**src/hdl/gwl_pkg.sv**
```systemverilog
// constants for the pin port block: register map, field layout, masks
// assumes one mclk domain, synchronous active-low reset
package gwl_pkg;
	localparam int NPORT = 6;
	localparam int NPIN = 48;
	// register offsets
	localparam logic [7:0] OFF_WAKE_STS = 8'h20;
	localparam logic [7:0] OFF_WAKE_EN = 8'h28;
	localparam logic [7:0] OFF_SM_STS = 8'h30;
	localparam logic [7:0] OFF_SM_EN = 8'h38;
	localparam logic [7:0] OFF_MISC_STS = 8'h3e;
	localparam logic [7:0] OFF_WAKE_MASTER = 8'h3f;
	localparam logic [7:0] OFF_DATA = 8'h4b;
	localparam logic [7:0] OFF_LAMP_ONE = 8'h5d;
	localparam logic [7:0] OFF_LAMP_TWO = 8'h5e;
	localparam logic [7:0] OFF_CFG = 8'h60;
	// configuration fields
	localparam int CFG_DIR = 0;
	localparam int CFG_POL = 1;
	localparam int CFG_ALT = 2;
	localparam int CFG_EDGE = 3;
	localparam int CFG_TYPE = 7;
	localparam logic [7:0] CFG_RST = 8'h01;
	localparam logic [7:0] CFG_RST_P33 = 8'h00;
	localparam int PIN_P33 = 19;
	localparam int PIN_LAMP1 = 40;
	localparam int PIN_LAMP2 = 41;
	localparam logic [7:0] DATA_RST = 8'h00;
	// pins with wake and sysmgmt bits
	localparam logic [NPIN-1:0] WAKE_CAP = 48'h03_ff_0a_ff_f7_ff;
	// pins with either-edge capability
	localparam logic [NPIN-1:0] EDGE_CAP = 48'h03_00_0a_00_06_00;
	// alternates that polarity never inverts
	localparam logic [NPIN-1:0] NO_INV_ALT = 48'h00_00_08_00_00_00;
	// misc status bit positions
	localparam int MISC_PIN [6] = '{9, 10, 25, 27, 40, 41};
	// lamp modes
	localparam logic [1:0] LAMP_OFF = 2'h0;
	localparam logic [1:0] LAMP_ON = 2'h1;
	localparam logic [1:0] LAMP_SLOW = 2'h2;
	localparam logic [1:0] LAMP_FAST = 2'h3;
	localparam int BLINK_HALF_TICKS = 16384;
	typedef logic [7:0] gwl_byte_t;
endpackage : gwl_pkg

```
**src/hdl/gwl_edge_if.sv**
```systemverilog
// synchronised level and edge pulses passed between modules
// assumes a single mclk domain
`timescale 1ns/10ps
interface gwl_edge_if #(parameter int W = 1);
	logic [W-1:0] level;
	logic [W-1:0] rise;
	logic [W-1:0] fall;
	modport src (output level, rise, fall);
	modport dst (input level, rise, fall);
endinterface : gwl_edge_if

```
**src/hdl/gwl_edge_sync.sv**
```systemverilog
// two-stage synchroniser and edge detector for a group of inputs
// assumes inputs are asynchronous to mclk
`timescale 1ns/10ps
module gwl_edge_sync #(
	parameter int W = 1
) (
	// clock and reset
	input wire logic mclk,
	input wire logic reset_n,
	// raw inputs
	input wire logic [W-1:0] rawIn,
	// synchronised result
	gwl_edge_if.src edgeOut
);
	logic [W-1:0] meta_r;
	logic [W-1:0] sync_r;
	logic [W-1:0] prev_r;

	// samples through reset, so a pin resting high gives no false edge after it
	// two flops before compare
	always_ff @(posedge mclk) begin
		meta_r <= rawIn;
		sync_r <= meta_r;
		prev_r <= sync_r;
	end

	// edges from consecutive synchronised samples, none while in reset
	assign edgeOut.level = sync_r;
	assign edgeOut.rise = sync_r & ~prev_r & {W{reset_n}};
	assign edgeOut.fall = ~sync_r & prev_r & {W{reset_n}};
endmodule : gwl_edge_sync

```
**src/hdl/gwl_lamp.sv**
```systemverilog
// two lamp drivers with on, off and two blink rates
// assumes tick pulses once per standby clock rising edge
`timescale 1ns/10ps
module gwl_lamp
	import gwl_pkg::*;
#(
	parameter int HALF_TICKS = BLINK_HALF_TICKS
) (
	// clock and reset
	input wire logic mclk,
	input wire logic reset_n,
	// standby clock edges
	gwl_edge_if.dst tick,
	// lamp control bytes
	input wire gwl_pkg::gwl_byte_t lampOneCtl,
	input wire gwl_pkg::gwl_byte_t lampTwoCtl,
	// lamp levels
	output logic [1:0] lampOut
);
	logic [15:0] tickCnt_r;
	logic fastPh_r;
	logic slowPh_r;

	always_ff @(posedge mclk) begin
		if (!reset_n) begin
			tickCnt_r <= '0;
			fastPh_r <= 1'b0;
			slowPh_r <= 1'b0;
		end else if (tick.rise[0]) begin
			if (tickCnt_r == 16'(HALF_TICKS - 1)) begin
				tickCnt_r <= '0;
				fastPh_r <= ~fastPh_r;
				slowPh_r <= slowPh_r ^ fastPh_r;
			end else begin
				tickCnt_r <= tickCnt_r + 16'h0001;
			end
		end
	end

	function automatic logic lampLevel(input logic [1:0] mode, input logic fast,
		input logic slow);
		case (mode)
			LAMP_ON: lampLevel = 1'b1;
			LAMP_SLOW: lampLevel = slow;
			LAMP_FAST: lampLevel = fast;
			default: lampLevel = 1'b0;
		endcase
	endfunction : lampLevel

	always_ff @(posedge mclk) begin
		if (!reset_n) begin
			lampOut <= 2'h0;
		end else begin
			lampOut[0] <= lampLevel(lampOneCtl[1:0], fastPh_r, slowPh_r);
			lampOut[1] <= lampLevel(lampTwoCtl[1:0], fastPh_r, slowPh_r);
		end
	end
endmodule : gwl_lamp

```
**src/hdl/gwl_port.sv**
```systemverilog
// pin port: config, data, wake and sysmgmt status, either-edge, lamps
// assumes registers reached through a plain runtime register port
`timescale 1ns/10ps
module gwl_port
	import gwl_pkg::*;
#(
	parameter int BLINK_TICKS = BLINK_HALF_TICKS
) (
	// clock and reset
	input wire logic mclk,
	input wire logic reset_n,
	// runtime register port
	input wire logic [7:0] regAddr,
	input wire logic regWrEn,
	input wire logic regRdEn,
	input wire gwl_pkg::gwl_byte_t regWrData,
	output gwl_pkg::gwl_byte_t regRdData,
	// pins
	input wire logic [gwl_pkg::NPIN-1:0] pinIn,
	output logic [gwl_pkg::NPIN-1:0] pinOut,
	output logic [gwl_pkg::NPIN-1:0] pinOe_n,
	// alternate function values
	input wire logic [gwl_pkg::NPIN-1:0] altOut,
	// power and standby clock
	input wire logic mainPowerGood,
	input wire logic standbyClk,
	// event requests
	output logic wakeEventReq,
	output logic sysmgmtReq
);
	import gwl_pkg::*;

	gwl_byte_t cfg_r [NPIN];
	gwl_byte_t data_r [NPORT];
	gwl_byte_t wakeSts_r [NPORT];
	gwl_byte_t wakeEn_r [NPORT];
	gwl_byte_t smSts_r [NPORT];
	gwl_byte_t smEn_r [NPORT];
	logic [5:0] miscSts_r;
	logic wakeMaster_r;
	gwl_byte_t lampOne_r;
	gwl_byte_t lampTwo_r;
	logic [1:0] lampOut;
	logic [NPIN-1:0] pinLevel;
	logic [NPIN-1:0] pinRise;
	logic [NPIN-1:0] pinFall;
	logic [NPIN-1:0] dirIn;
	logic [NPIN-1:0] pol;
	logic [NPIN-1:0] edgeOn;
	logic [NPIN-1:0] wakeHit;
	logic [NPIN-1:0] anyEdge;
	logic [NPIN-1:0] outVal;
	logic [NPIN-1:0] drive;
	logic [NPIN-1:0] irqGate;
	logic [NPIN-1:0] wakeStsF;
	logic [NPIN-1:0] wakeEnF;
	logic [NPIN-1:0] smStsF;
	logic [NPIN-1:0] smEnF;

	////////////////////////////////////////////////////////////////////
	// synchronisers

	gwl_edge_if #(.W(NPIN)) pinEdge ();
	gwl_edge_if #(.W(1)) clkEdge ();

	gwl_edge_sync #(.W(NPIN)) uPinSync (
		.mclk(mclk),
		.reset_n(reset_n),
		.rawIn(pinIn),
		.edgeOut(pinEdge.src)
	);

	gwl_edge_sync #(.W(1)) uClkSync (
		.mclk(mclk),
		.reset_n(reset_n),
		.rawIn(standbyClk),
		.edgeOut(clkEdge.src)
	);

	gwl_lamp #(.HALF_TICKS(BLINK_TICKS)) uLamp (
		.mclk(mclk),
		.reset_n(reset_n),
		.tick(clkEdge.dst),
		.lampOneCtl(lampOne_r),
		.lampTwoCtl(lampTwo_r),
		.lampOut(lampOut)
	);

	assign pinLevel = pinEdge.level;
	assign pinRise = pinEdge.rise;
	assign pinFall = pinEdge.fall;

	////////////////////////////////////////////////////////////////////
	// address helpers

	// true when addr falls in a block of n registers from base
	function automatic logic inBlock(input logic [7:0] addr, input logic [7:0] base,
		input int n);
		inBlock = (addr >= base) && (int'(addr) < int'(base) + n);
	endfunction : inBlock

	function automatic int blockIdx(input logic [7:0] addr, input logic [7:0] base);
		blockIdx = int'(addr - base);
	endfunction : blockIdx

	function automatic logic wrHit(input logic [7:0] base, input int idx);
		wrHit = regWrEn && (regAddr == 8'(int'(base) + idx));
	endfunction : wrHit

	////////////////////////////////////////////////////////////////////
	// per-pin effective configuration

	always_comb begin
		for (int i = 0; i < NPIN; i++) begin
			edgeOn[i] = EDGE_CAP[i] & cfg_r[i][CFG_EDGE];
			dirIn[i] = cfg_r[i][CFG_DIR];
			pol[i] = cfg_r[i][CFG_POL];
			if (i == PIN_P33 && !mainPowerGood) begin
				dirIn[i] = 1'b0;
				pol[i] = 1'b0;
			end
			if (edgeOn[i]) begin
				dirIn[i] = 1'b1;
			end
		end
	end

	////////////////////////////////////////////////////////////////////
	// edge events and interrupt gating

	always_comb begin
		for (int i = 0; i < NPIN; i++) begin
			anyEdge[i] = pinRise[i] | pinFall[i];
			wakeHit[i] = pol[i] ? pinFall[i] : pinRise[i];
			if (edgeOn[i]) begin
				wakeHit[i] = anyEdge[i];
			end
			wakeHit[i] = wakeHit[i] & WAKE_CAP[i];
			irqGate[i] = ~EDGE_CAP[i] | cfg_r[i][CFG_EDGE];
		end
	end

	// flat views of the status and enable bytes
	always_comb begin
		for (int p = 0; p < NPORT; p++) begin
			wakeStsF[p*8 +: 8] = wakeSts_r[p];
			wakeEnF[p*8 +: 8] = wakeEn_r[p];
			smStsF[p*8 +: 8] = smSts_r[p];
			smEnF[p*8 +: 8] = smEn_r[p];
		end
	end

	// status and enable set, the either-edge select too on capable pins, and for the wake request the master too
	always_ff @(posedge mclk) begin
		if (!reset_n) begin
			wakeEventReq <= 1'b0;
			sysmgmtReq <= 1'b0;
		end else begin
			wakeEventReq <= wakeMaster_r & |(wakeStsF & wakeEnF & irqGate & WAKE_CAP);
			sysmgmtReq <= |(smStsF & smEnF & irqGate & WAKE_CAP);
		end
	end

	////////////////////////////////////////////////////////////////////
	// configuration registers

	always_ff @(posedge mclk) begin
		if (!reset_n) begin
			for (int i = 0; i < NPIN; i++) begin
				cfg_r[i] <= (i == PIN_P33) ? CFG_RST_P33 : CFG_RST;
			end
		end else begin
			for (int i = 0; i < NPIN; i++) begin
				if (wrHit(OFF_CFG, i)) begin
					cfg_r[i] <= regWrData;
				end
			end
		end
	end

	////////////////////////////////////////////////////////////////////
	// data registers

	always_ff @(posedge mclk) begin
		if (!reset_n) begin
			for (int p = 0; p < NPORT; p++) begin
				data_r[p] <= DATA_RST;
			end
		end else begin
			for (int p = 0; p < NPORT; p++) begin
				if (wrHit(OFF_DATA, p)) begin
					for (int b = 0; b < 8; b++) begin
						if (!dirIn[p*8+b]) begin
							data_r[p][b] <= regWrData[b];
						end
					end
				end
			end
		end
	end

	////////////////////////////////////////////////////////////////////
	// wake and sysmgmt status, set wins over clear

	always_ff @(posedge mclk) begin
		if (!reset_n) begin
			for (int p = 0; p < NPORT; p++) begin
				wakeSts_r[p] <= '0;
				smSts_r[p] <= '0;
			end
		end else begin
			for (int p = 0; p < NPORT; p++) begin
				wakeSts_r[p] <= (wakeSts_r[p] & ~(wrHit(OFF_WAKE_STS, p) ? regWrData : 8'h00))
					| wakeHit[p*8 +: 8];
				smSts_r[p] <= (smSts_r[p] & ~(wrHit(OFF_SM_STS, p) ? regWrData : 8'h00))
					| wakeHit[p*8 +: 8];
			end
		end
	end

	always_ff @(posedge mclk) begin
		if (!reset_n) begin
			miscSts_r <= 6'h00;
		end else begin
			for (int k = 0; k < 6; k++) begin
				miscSts_r[k] <= (miscSts_r[k]
					& ~(regWrEn && regAddr == OFF_MISC_STS && regWrData[k]))
					| anyEdge[MISC_PIN[k]];
			end
		end
	end

	////////////////////////////////////////////////////////////////////
	// enables and lamp control

	always_ff @(posedge mclk) begin
		if (!reset_n) begin
			for (int p = 0; p < NPORT; p++) begin
				wakeEn_r[p] <= '0;
				smEn_r[p] <= '0;
			end
			wakeMaster_r <= 1'b0;
		end else begin
			for (int p = 0; p < NPORT; p++) begin
				if (wrHit(OFF_WAKE_EN, p)) begin
					wakeEn_r[p] <= regWrData & WAKE_CAP[p*8 +: 8];
				end
				if (wrHit(OFF_SM_EN, p)) begin
					smEn_r[p] <= regWrData & WAKE_CAP[p*8 +: 8];
				end
			end
			if (regWrEn && regAddr == OFF_WAKE_MASTER) begin
				wakeMaster_r <= regWrData[0];
			end
		end
	end

	always_ff @(posedge mclk) begin
		if (!reset_n) begin
			lampOne_r <= '0;
			lampTwo_r <= '0;
		end else if (regWrEn) begin
			if (regAddr == OFF_LAMP_ONE) begin
				lampOne_r <= regWrData;
			end else if (regAddr == OFF_LAMP_TWO) begin
				lampTwo_r <= regWrData;
			end
		end
	end

	////////////////////////////////////////////////////////////////////
	// register reads, latched at the read strobe

	function automatic gwl_byte_t dataView(input int p);
		dataView = '0;
		for (int b = 0; b < 8; b++) begin
			dataView[b] = dirIn[p*8+b] ? (pinLevel[p*8+b] ^ pol[p*8+b]) : data_r[p][b];
		end
	endfunction : dataView

	always_ff @(posedge mclk) begin
		if (!reset_n) begin
			regRdData <= '0;
		end else if (regRdEn) begin
			if (inBlock(regAddr, OFF_CFG, NPIN)) begin
				regRdData <= cfg_r[blockIdx(regAddr, OFF_CFG)];
			end else if (inBlock(regAddr, OFF_DATA, NPORT)) begin
				regRdData <= dataView(blockIdx(regAddr, OFF_DATA));
			end else if (inBlock(regAddr, OFF_WAKE_STS, NPORT)) begin
				regRdData <= wakeSts_r[blockIdx(regAddr, OFF_WAKE_STS)];
			end else if (inBlock(regAddr, OFF_WAKE_EN, NPORT)) begin
				regRdData <= wakeEn_r[blockIdx(regAddr, OFF_WAKE_EN)];
			end else if (inBlock(regAddr, OFF_SM_STS, NPORT)) begin
				regRdData <= smSts_r[blockIdx(regAddr, OFF_SM_STS)];
			end else if (inBlock(regAddr, OFF_SM_EN, NPORT)) begin
				regRdData <= smEn_r[blockIdx(regAddr, OFF_SM_EN)];
			end else if (regAddr == OFF_MISC_STS) begin
				regRdData <= {2'h0, miscSts_r};
			end else if (regAddr == OFF_WAKE_MASTER) begin
				regRdData <= {7'h00, wakeMaster_r};
			end else if (regAddr == OFF_LAMP_ONE) begin
				regRdData <= lampOne_r;
			end else if (regAddr == OFF_LAMP_TWO) begin
				regRdData <= lampTwo_r;
			end else begin
				regRdData <= 8'h00;
			end
		end
	end

	////////////////////////////////////////////////////////////////////
	// pin drivers

	always_comb begin
		for (int i = 0; i < NPIN; i++) begin
			outVal[i] = data_r[i/8][i%8] ^ pol[i];
			if (cfg_r[i][CFG_ALT] && !(i == PIN_P33 && !mainPowerGood)) begin
				outVal[i] = altOut[i] ^ (pol[i] & ~NO_INV_ALT[i]);
				if (i == PIN_LAMP1) begin
					outVal[i] = lampOut[0] ^ pol[i];
				end else if (i == PIN_LAMP2) begin
					outVal[i] = lampOut[1] ^ pol[i];
				end
			end
			drive[i] = ~dirIn[i] & (~cfg_r[i][CFG_TYPE] | ~outVal[i]);
		end
	end

	always_ff @(posedge mclk) begin
		if (!reset_n) begin
			pinOut <= '0;
			pinOe_n <= ~(~CFG_RST[CFG_DIR] ? {NPIN{1'b1}} : ({{(NPIN-1){1'b0}}, 1'b1} << PIN_P33));
		end else begin
			pinOut <= outVal;
			pinOe_n <= ~drive;
		end
	end
endmodule : gwl_port

```
**config.mk**
```make
export PLATFORM = sky130hd
export DESIGN_NAME = gwl_port
export DESIGN_NICKNAME = d
export VERILOG_FILES = /design/src/hdl/gwl_pkg.sv /design/src/hdl/gwl_edge_if.sv /design/src/hdl/gwl_edge_sync.sv /design/src/hdl/gwl_lamp.sv /design/src/hdl/gwl_port.sv
export SDC_FILE = /design/constraint.sdc
export NUM_CORES = 2
export LEC_CHECK = 0
export BUFFER_PORTS_ARGS = -buffer_cell sky130_fd_sc_hd__buf_4
export CAP_MARGIN = 20
export CORE_UTILIZATION = 45
export CTS_CLUSTER_DIAMETER = 60
export CTS_CLUSTER_SIZE = 24
export DETAILED_ROUTE_END_ITERATION = 12
export MAX_ROUTING_LAYER = met4
export SETUP_SLACK_MARGIN = 0.5
export SLEW_MARGIN = 20
export SYNTH_ARGS = -nofsm -noshare
export SYNTH_HDL_FRONTEND = slang
export SYNTH_SLANG_ARGS = --single-unit
```
**constraint.sdc**
```tcl
create_clock -name mclk -period 7.7 [get_ports mclk]
set_clock_uncertainty 0.2 [all_clocks]
set_input_delay 1.155 -clock mclk [delete_from_list [all_inputs] [get_ports mclk]]
set_output_delay 1.155 -clock mclk [all_outputs]
set_load 0.02 [all_outputs]
```
* After elaboration in Yosys (flattened, before gate mapping) *
Memories as Yosys holds them, arrays and structs flattened.
Cells that the tools add are included.

operators by class
  $lt $le $gt $ge = 20
  equal/unequal tests = 89
  $add $sub $neg = 14
  bitwise operators = 541
  muxes and demuxes = 696
  reductions and logical operators = 98

operators with widths
  cell                     number
  $mux W8                  94
  $mux W1                  575
  $and A42 B42 Y42         8
  $eq A8 B7 Y1 const B     40
  $eq A8 B6 Y1 const B     26
  $or A1 B1 Y1             180
  $not A1 Y1               153
  $eq A8 B8 Y1 const B     16
  $bmux W1 S6              21
  $xor A1 B1 Y1            104
  $and A8 B8 Y8            12
  $not A8 Y8               12
  $logic_and A1 B1 Y1      93
  $lt A13 B8 Y1 const B    7
  $not A42 Y42             2
  $reduce_or A35 Y1        2
  $or A8 B8 Y8             8
  $and A1 B1 Y1            57
  $add A12 B4 Y13 const B  4
  $not A48 Y48             1
  $ge A8 B6 Y1 const B     4
  $lt A8 B6 Y1 const B     4
  $add A12 B3 Y13 const B  2
  $add A16 B1 Y16 const B  1
  18 further kinds         32

storage, ports and cells
  bits in registers = 290
  output and inout bits = 106
  input bits = 118
  word-level logic and storage cells = 1483
  RAM bits = 624
  memories kept = 6

memories
  name       depth  bits a word  read ports  clocked after Yosys merged registers in  wr ports  RTL line        text
  cfg_r      48     8            49          0                                        48        gwl_port.sv:33  gwl_byte_t cfg_r [NPIN];
  data_r     6      8            7           0                                        6         gwl_port.sv:34  gwl_byte_t data_r [NPORT];
  smEn_r     6      8            7           0                                        6         gwl_port.sv:38  gwl_byte_t smEn_r [NPORT];
  smSts_r    6      8            7           0                                        6         gwl_port.sv:37  gwl_byte_t smSts_r [NPORT];
  wakeEn_r   6      8            7           0                                        6         gwl_port.sv:36  gwl_byte_t wakeEn_r [NPORT];
  wakeSts_r  6      8            7           0                                        6         gwl_port.sv:35  gwl_byte_t wakeSts_r [NPORT];

* Longest topological paths before layout *
  depth in word-level cells = 11
  gate-level depth with buffers = 14
  gate-level depth less buffers = 9

* By module *
Synthesis repeated with hierarchy kept, for this count alone.

second synthesis, totals
  cell total of the unflattened synthesis = 3321
  area, all modules = 38834.7 µm²

modules (own cells, without submodules)
  module                    sequential area each (µm²)  area each (µm²)  instances  cells each
  gwl_port                  19578.8                     34028.9          1          2960
  gwl_edge_sync (uPinSync)  2882.8                      3821.2           1          250
  gwl_lamp                  400.4                       907.1            1          106
  gwl_edge_sync (uClkSync)  60.1                        77.6             1          5

* Worst setup path before layout *
No wires, ideal clock.

  path kind = in2reg
  start = in regAddr[1]
  end = mem cfg_r[37][0] in the netlist's numbering (enable)
  library setup time = 0.384 ns
  arrival time = 3.654 ns
  stages on the path = 9
  required time = 7.116 ns
  slack = 3.462 ns
  path buffers = 5
  cells stage by stage = buf_4 -> clkinv_1 -> clkbuf_1 -> clkbuf_1 -> ha_1 -> clkbuf_1 -> buf_1 -> nand3_1 -> o21ai_0

RTL lines
  element             RTL line        text
  start: declaration  gwl_port.sv:13  input wire logic [7:0] regAddr,
  end: declaration    gwl_port.sv:33

* Final worst setup path *
  start = in regAddr[0]
  end = reg regRdData[4]

between the ends
  cells in the longest elaborated chain, start to end = 11
  elaborated cells on any way between the ends = 56
  those cells by class = add/sub (7); order compare (12); eq/ne (4); mux (20); bitwise (1); reduce/logical (6); memory (6)

ends and longest elaborated chain
  element                                                   RTL line         text
  branches (longest 10 deep; another with $add A12 B4 Y13)  n/a
  $mux W8 *                                                 gwl_port.sv:285  if (inBlock(regAddr, OFF_CFG, NPIN)) begin
  end signal: assignment                                    gwl_port.sv:286  regRdData <= cfg_r[blockIdx(regAddr, OFF_CFG)];
  end signal: assignment                                    gwl_port.sv:288  regRdData <= dataView(blockIdx(regAddr, OFF_DATA));
  end signal: assignment                                    gwl_port.sv:290  regRdData <= wakeSts_r[blockIdx(regAddr, OFF_WAKE_STS)];
  end: declaration                                          gwl_port.sv:17   output gwl_pkg::gwl_byte_t regRdData,

Mark *: on every way between the ends. The select of a mux whose other input is x is not followed.
A chain may end at the register's enable or synchronous reset.

==> results.sh <==
export IMPL_synth_seq_cells=881
export IMPL_clk_pin_slew_ns=0.09
export IMPL_dp_hpwl_microns=96900
export IMPL_stdcell_area_sq_um=42500
export IMPL_clockBufferDepth=3
export IMPL_synth_edf_count=502
export IMPL_dieArea_sq_um=84400
export IMPL_clock_sinks=881
export IMPL_relSlewSlack=0.185
export IMPL_nets=3492
export IMPL_multiInputGateArea_sq_um=13800
export IMPL_yosys_cell_types_count=83
export IMPL_p_per_area_nw_per_um2=250
export IMPL_grt_pass1_vias=26800
export IMPL_grt_max_degree=129
export IMPL_drt_wl_total_microns=138000
export IMPL_dieWidth_microns=290
export IMPL_postPlaceCellArea_sq_um=39900
export IMPL_layout_area_seq_sq_um=22700
export IMPL_tritoncts="yes"
export IMPL_area_growth_pct=13.6
export IMPL_vias=28400
export IMPL_cts_root_buf="clkbuf_16"
export IMPL_syn_avg_cell_area_sq_um=11.6
export IMPL_grtUsageTotal=0.330
export IMPL_pre_cts_slack_ns=2.60
export IMPL_clock_fmax_ghz=0.221
export IMPL_rsz0062_at_grt="no"
export IMPL_async_flop_share=0
export IMPL_drtAntennaViolNets=0
export IMPL_startpoint_type="input port"
export IMPL_setup_tns_ns=0
export IMPL_fin_ws_ns=3.17
export IMPL_seq_area_frac_synth=0.605
export IMPL_period_minus_slack_ns=4.53
export IMPL_p_leak_nw=15.4
export IMPL_utilization=0.517
export IMPL_maxSlewViolCount=0
export IMPL_start_util=0.455
export IMPL_place_gp_congestion=0.984
export IMPL_route_detailed_drc=0
export IMPL_cts_made_buffers=76
export IMPL_ctsResizeCount=0
export IMPL_cp_end_kind="flip-flop"
export IMPL_cts_hold_buf=0
export IMPL_detail_route_iter0_violations=3905
export IMPL_status="finished, final reports clean"
export IMPL_cp_max_fo=53
export IMPL_syn_nets=3355
export IMPL_synth_cells=3232
export IMPL_drive_gt1_frac=0.175
export IMPL_grt_pass1_wl_microns=195000
export IMPL_ir_drop_uv=193
export IMPL_clk_latency_ns=0.64
export IMPL_final_cells=4507
export IMPL_postCtsSetupBuffers=0
export IMPL_max_cap_violations=0
export IMPL_overflow=0
export IMPL_portBuffers=221
export IMPL_setup_viol=0
export IMPL_avgViaCountPerCell=6.31
export IMPL_placed_cells=4361
export IMPL_antenna_found_initial=8
export IMPL_drtPass1Iterations=8
export IMPL_ys_warn_count=0
export IMPL_rows=105
export IMPL_worstMarginPinSlew_ns=1.22
export IMPL_core_area_sq_um=82200
export IMPL_arrival_ns=4.88
export IMPL_wire_per_inst_microns=30.6
export IMPL_syn_area_sq_um=37500
export IMPL_power_mw=10.6
export IMPL_die_h_microns=290
export IMPL_crit_type="input port to flip-flop"
export IMPL_num_io_pins=224
export IMPL_finalHoldViolCount=0
export IMPL_worstPathRequired_ns=8.06
export IMPL_fillers=7250
export IMPL_hp_class="flip-flop to flip-flop"
export IMPL_period_share=0.588
export IMPL_htreeDepth=3
export IMPL_hold_slack_ns=0.127
export IMPL_synthFlopType="edfxtp_1"
## registers in the layout, indices dropped and copies added (netlist names), 16 cells and up
register,count
cfg_r,384
data_r,48
pinOe_n,48
pinOut,48
smEn_r,35
smSts_r,48
uLamp.tickCnt_r,16
uPinSync.edgeOut.level,48
uPinSync.meta_r,48
uPinSync.prev_r,35
wakeEn_r,35
wakeSts_r,48
## cells in the mapped netlist, types with 12 or more instances
cell type | n | area share
nor2_1 | 525 | 0.053
edfxtp_1 | 502 | 0.40
dfxtp_1 | 379 | 0.20
nand2_1 | 363 | 0.036
mux2i_1 | 142 | 0.038
a21oi_1 | 139 | 0.019
clkbuf_1 | 118 | 0.012
o21ai_0 | 105 | 0.014
mux4_2 | 80 | 0.048
xnor2_1 | 72 | 0.017
nand3_1 | 70 | 0.0094
nor3_1 | 65 | 0.0087
and2_1 | 59 | 0.0099
a31o_2 | 58 | 0.014
a211o_1 | 48 | 0.011
a31oi_1 | 35 | 0.0058
buf_2 | 35 | 0.0047
mux2_2 | 34 | 0.010
a211oi_1 | 31 | 0.0062
nand2b_1 | 30 | 0.0050
xor2_1 | 29 | 0.0068
a22oi_1 | 28 | 0.0056
a221oi_1 | 22 | 0.0051
buf_1 | 21 | 0.0021
nand4_1 | 18 | 0.0030
nor2b_1 | 16 | 0.0027
buf_6 | 15 | 0.0045
a22o_1 | 13 | 0.0030
inv_1 | 13 | 0.0013
buf_4 | 12 | 0.0024
nand3b_1 | 12 | 0.0024
## report_power, final
part           total (mW)  switching [mW]  internal (mW)  leakage [nW]
Sequential           5.47           0.232           5.24          8.02
Combinational        1.10           0.691          0.407          6.08
Clock                4.08            2.04           2.04          1.27
Total                10.6            2.96           7.69          15.4
## cell type report
class                      instances  area share
clock inverter                    52      0.0147
sequential                       881       0.533
timing repair buffer             262      0.0470
tap                             1070      0.0315
antenna                            7    0.000412
inverter                          16     0.00147
multi-input combinational       2132       0.325
clock buffer                      87      0.0472
## logic make-up after synthesis
logic type	share of synthesized area
AND/OR/NAND/NOR	0.141
adder cells (fa/ha/maj)	0.00167
flip-flops	0.605
XOR/XNOR	0.0236
buffers and inverters	0.0281
multiplexers	0.101
AO/OA/AOI/OAI	0.0991
## worst max-delay path, stage by stage
cell	delay, ns
buf_8	0.39
buf_4	0.80
nor2b_2	1.02
a21oi_1	0.16
o21ai_0	0.34
a21oi_1	0.12
a211o_1	0.43
a211oi_1	0.32
## final timing paths
check,end,slack [ns],cells after the start,startpoint
worst min register to register,uPinSync.edgeOut.level[26]$_DFF_P_,0.13,0,uPinSync.meta_r[26]$_DFF_P_
worst max-delay path,regRdData[4]$_SDFFE_PN0P_,3.17,8,regAddr[0]
worst max register to register,regRdData[2]$_SDFFE_PN0P_,4.75,7,cfg_r[17][2]$_SDFFCE_PN0P_
worst min-delay path,uPinSync.edgeOut.level[26]$_DFF_P_,0.13,0,uPinSync.meta_r[26]$_DFF_P_
## layout by cell type, fill, tap and decap left out, types with 14 or more instances in the layout
master / instances
a211oi_1: 31
nor2_1: 520
nand4_1: 18
nand3_1: 70
nand2b_1: 30
a211o_1: 48
edfxtp_1: 502
a31o_2: 58
and2_1: 59
a31oi_1: 35
clkbuf_16: 79
nand2_1: 356
xor2_1: 29
o21ai_0: 105
xnor2_1: 72
inv_6: 16
a221oi_1: 22
nor3_1: 64
dfxtp_1: 379
mux4_2: 80
mux2_2: 34
clkinv_8: 15
a22oi_1: 28
nor2b_1: 14
buf_4: 258
a21oi_1: 137
mux2i_1: 142
## per-layer routing
layer / vias up / track usage / wire [microns]
met5: - / - / 0
met4: 0 / 0.129 / 5850
met3: 279 / 0.0697 / 15800
met2: 1869 / 0.494 / 61900
met1: 14200 / 0.439 / 54600
li1: 12100 / - / -
No activity file was read; power rests on OpenSTA's default activity.
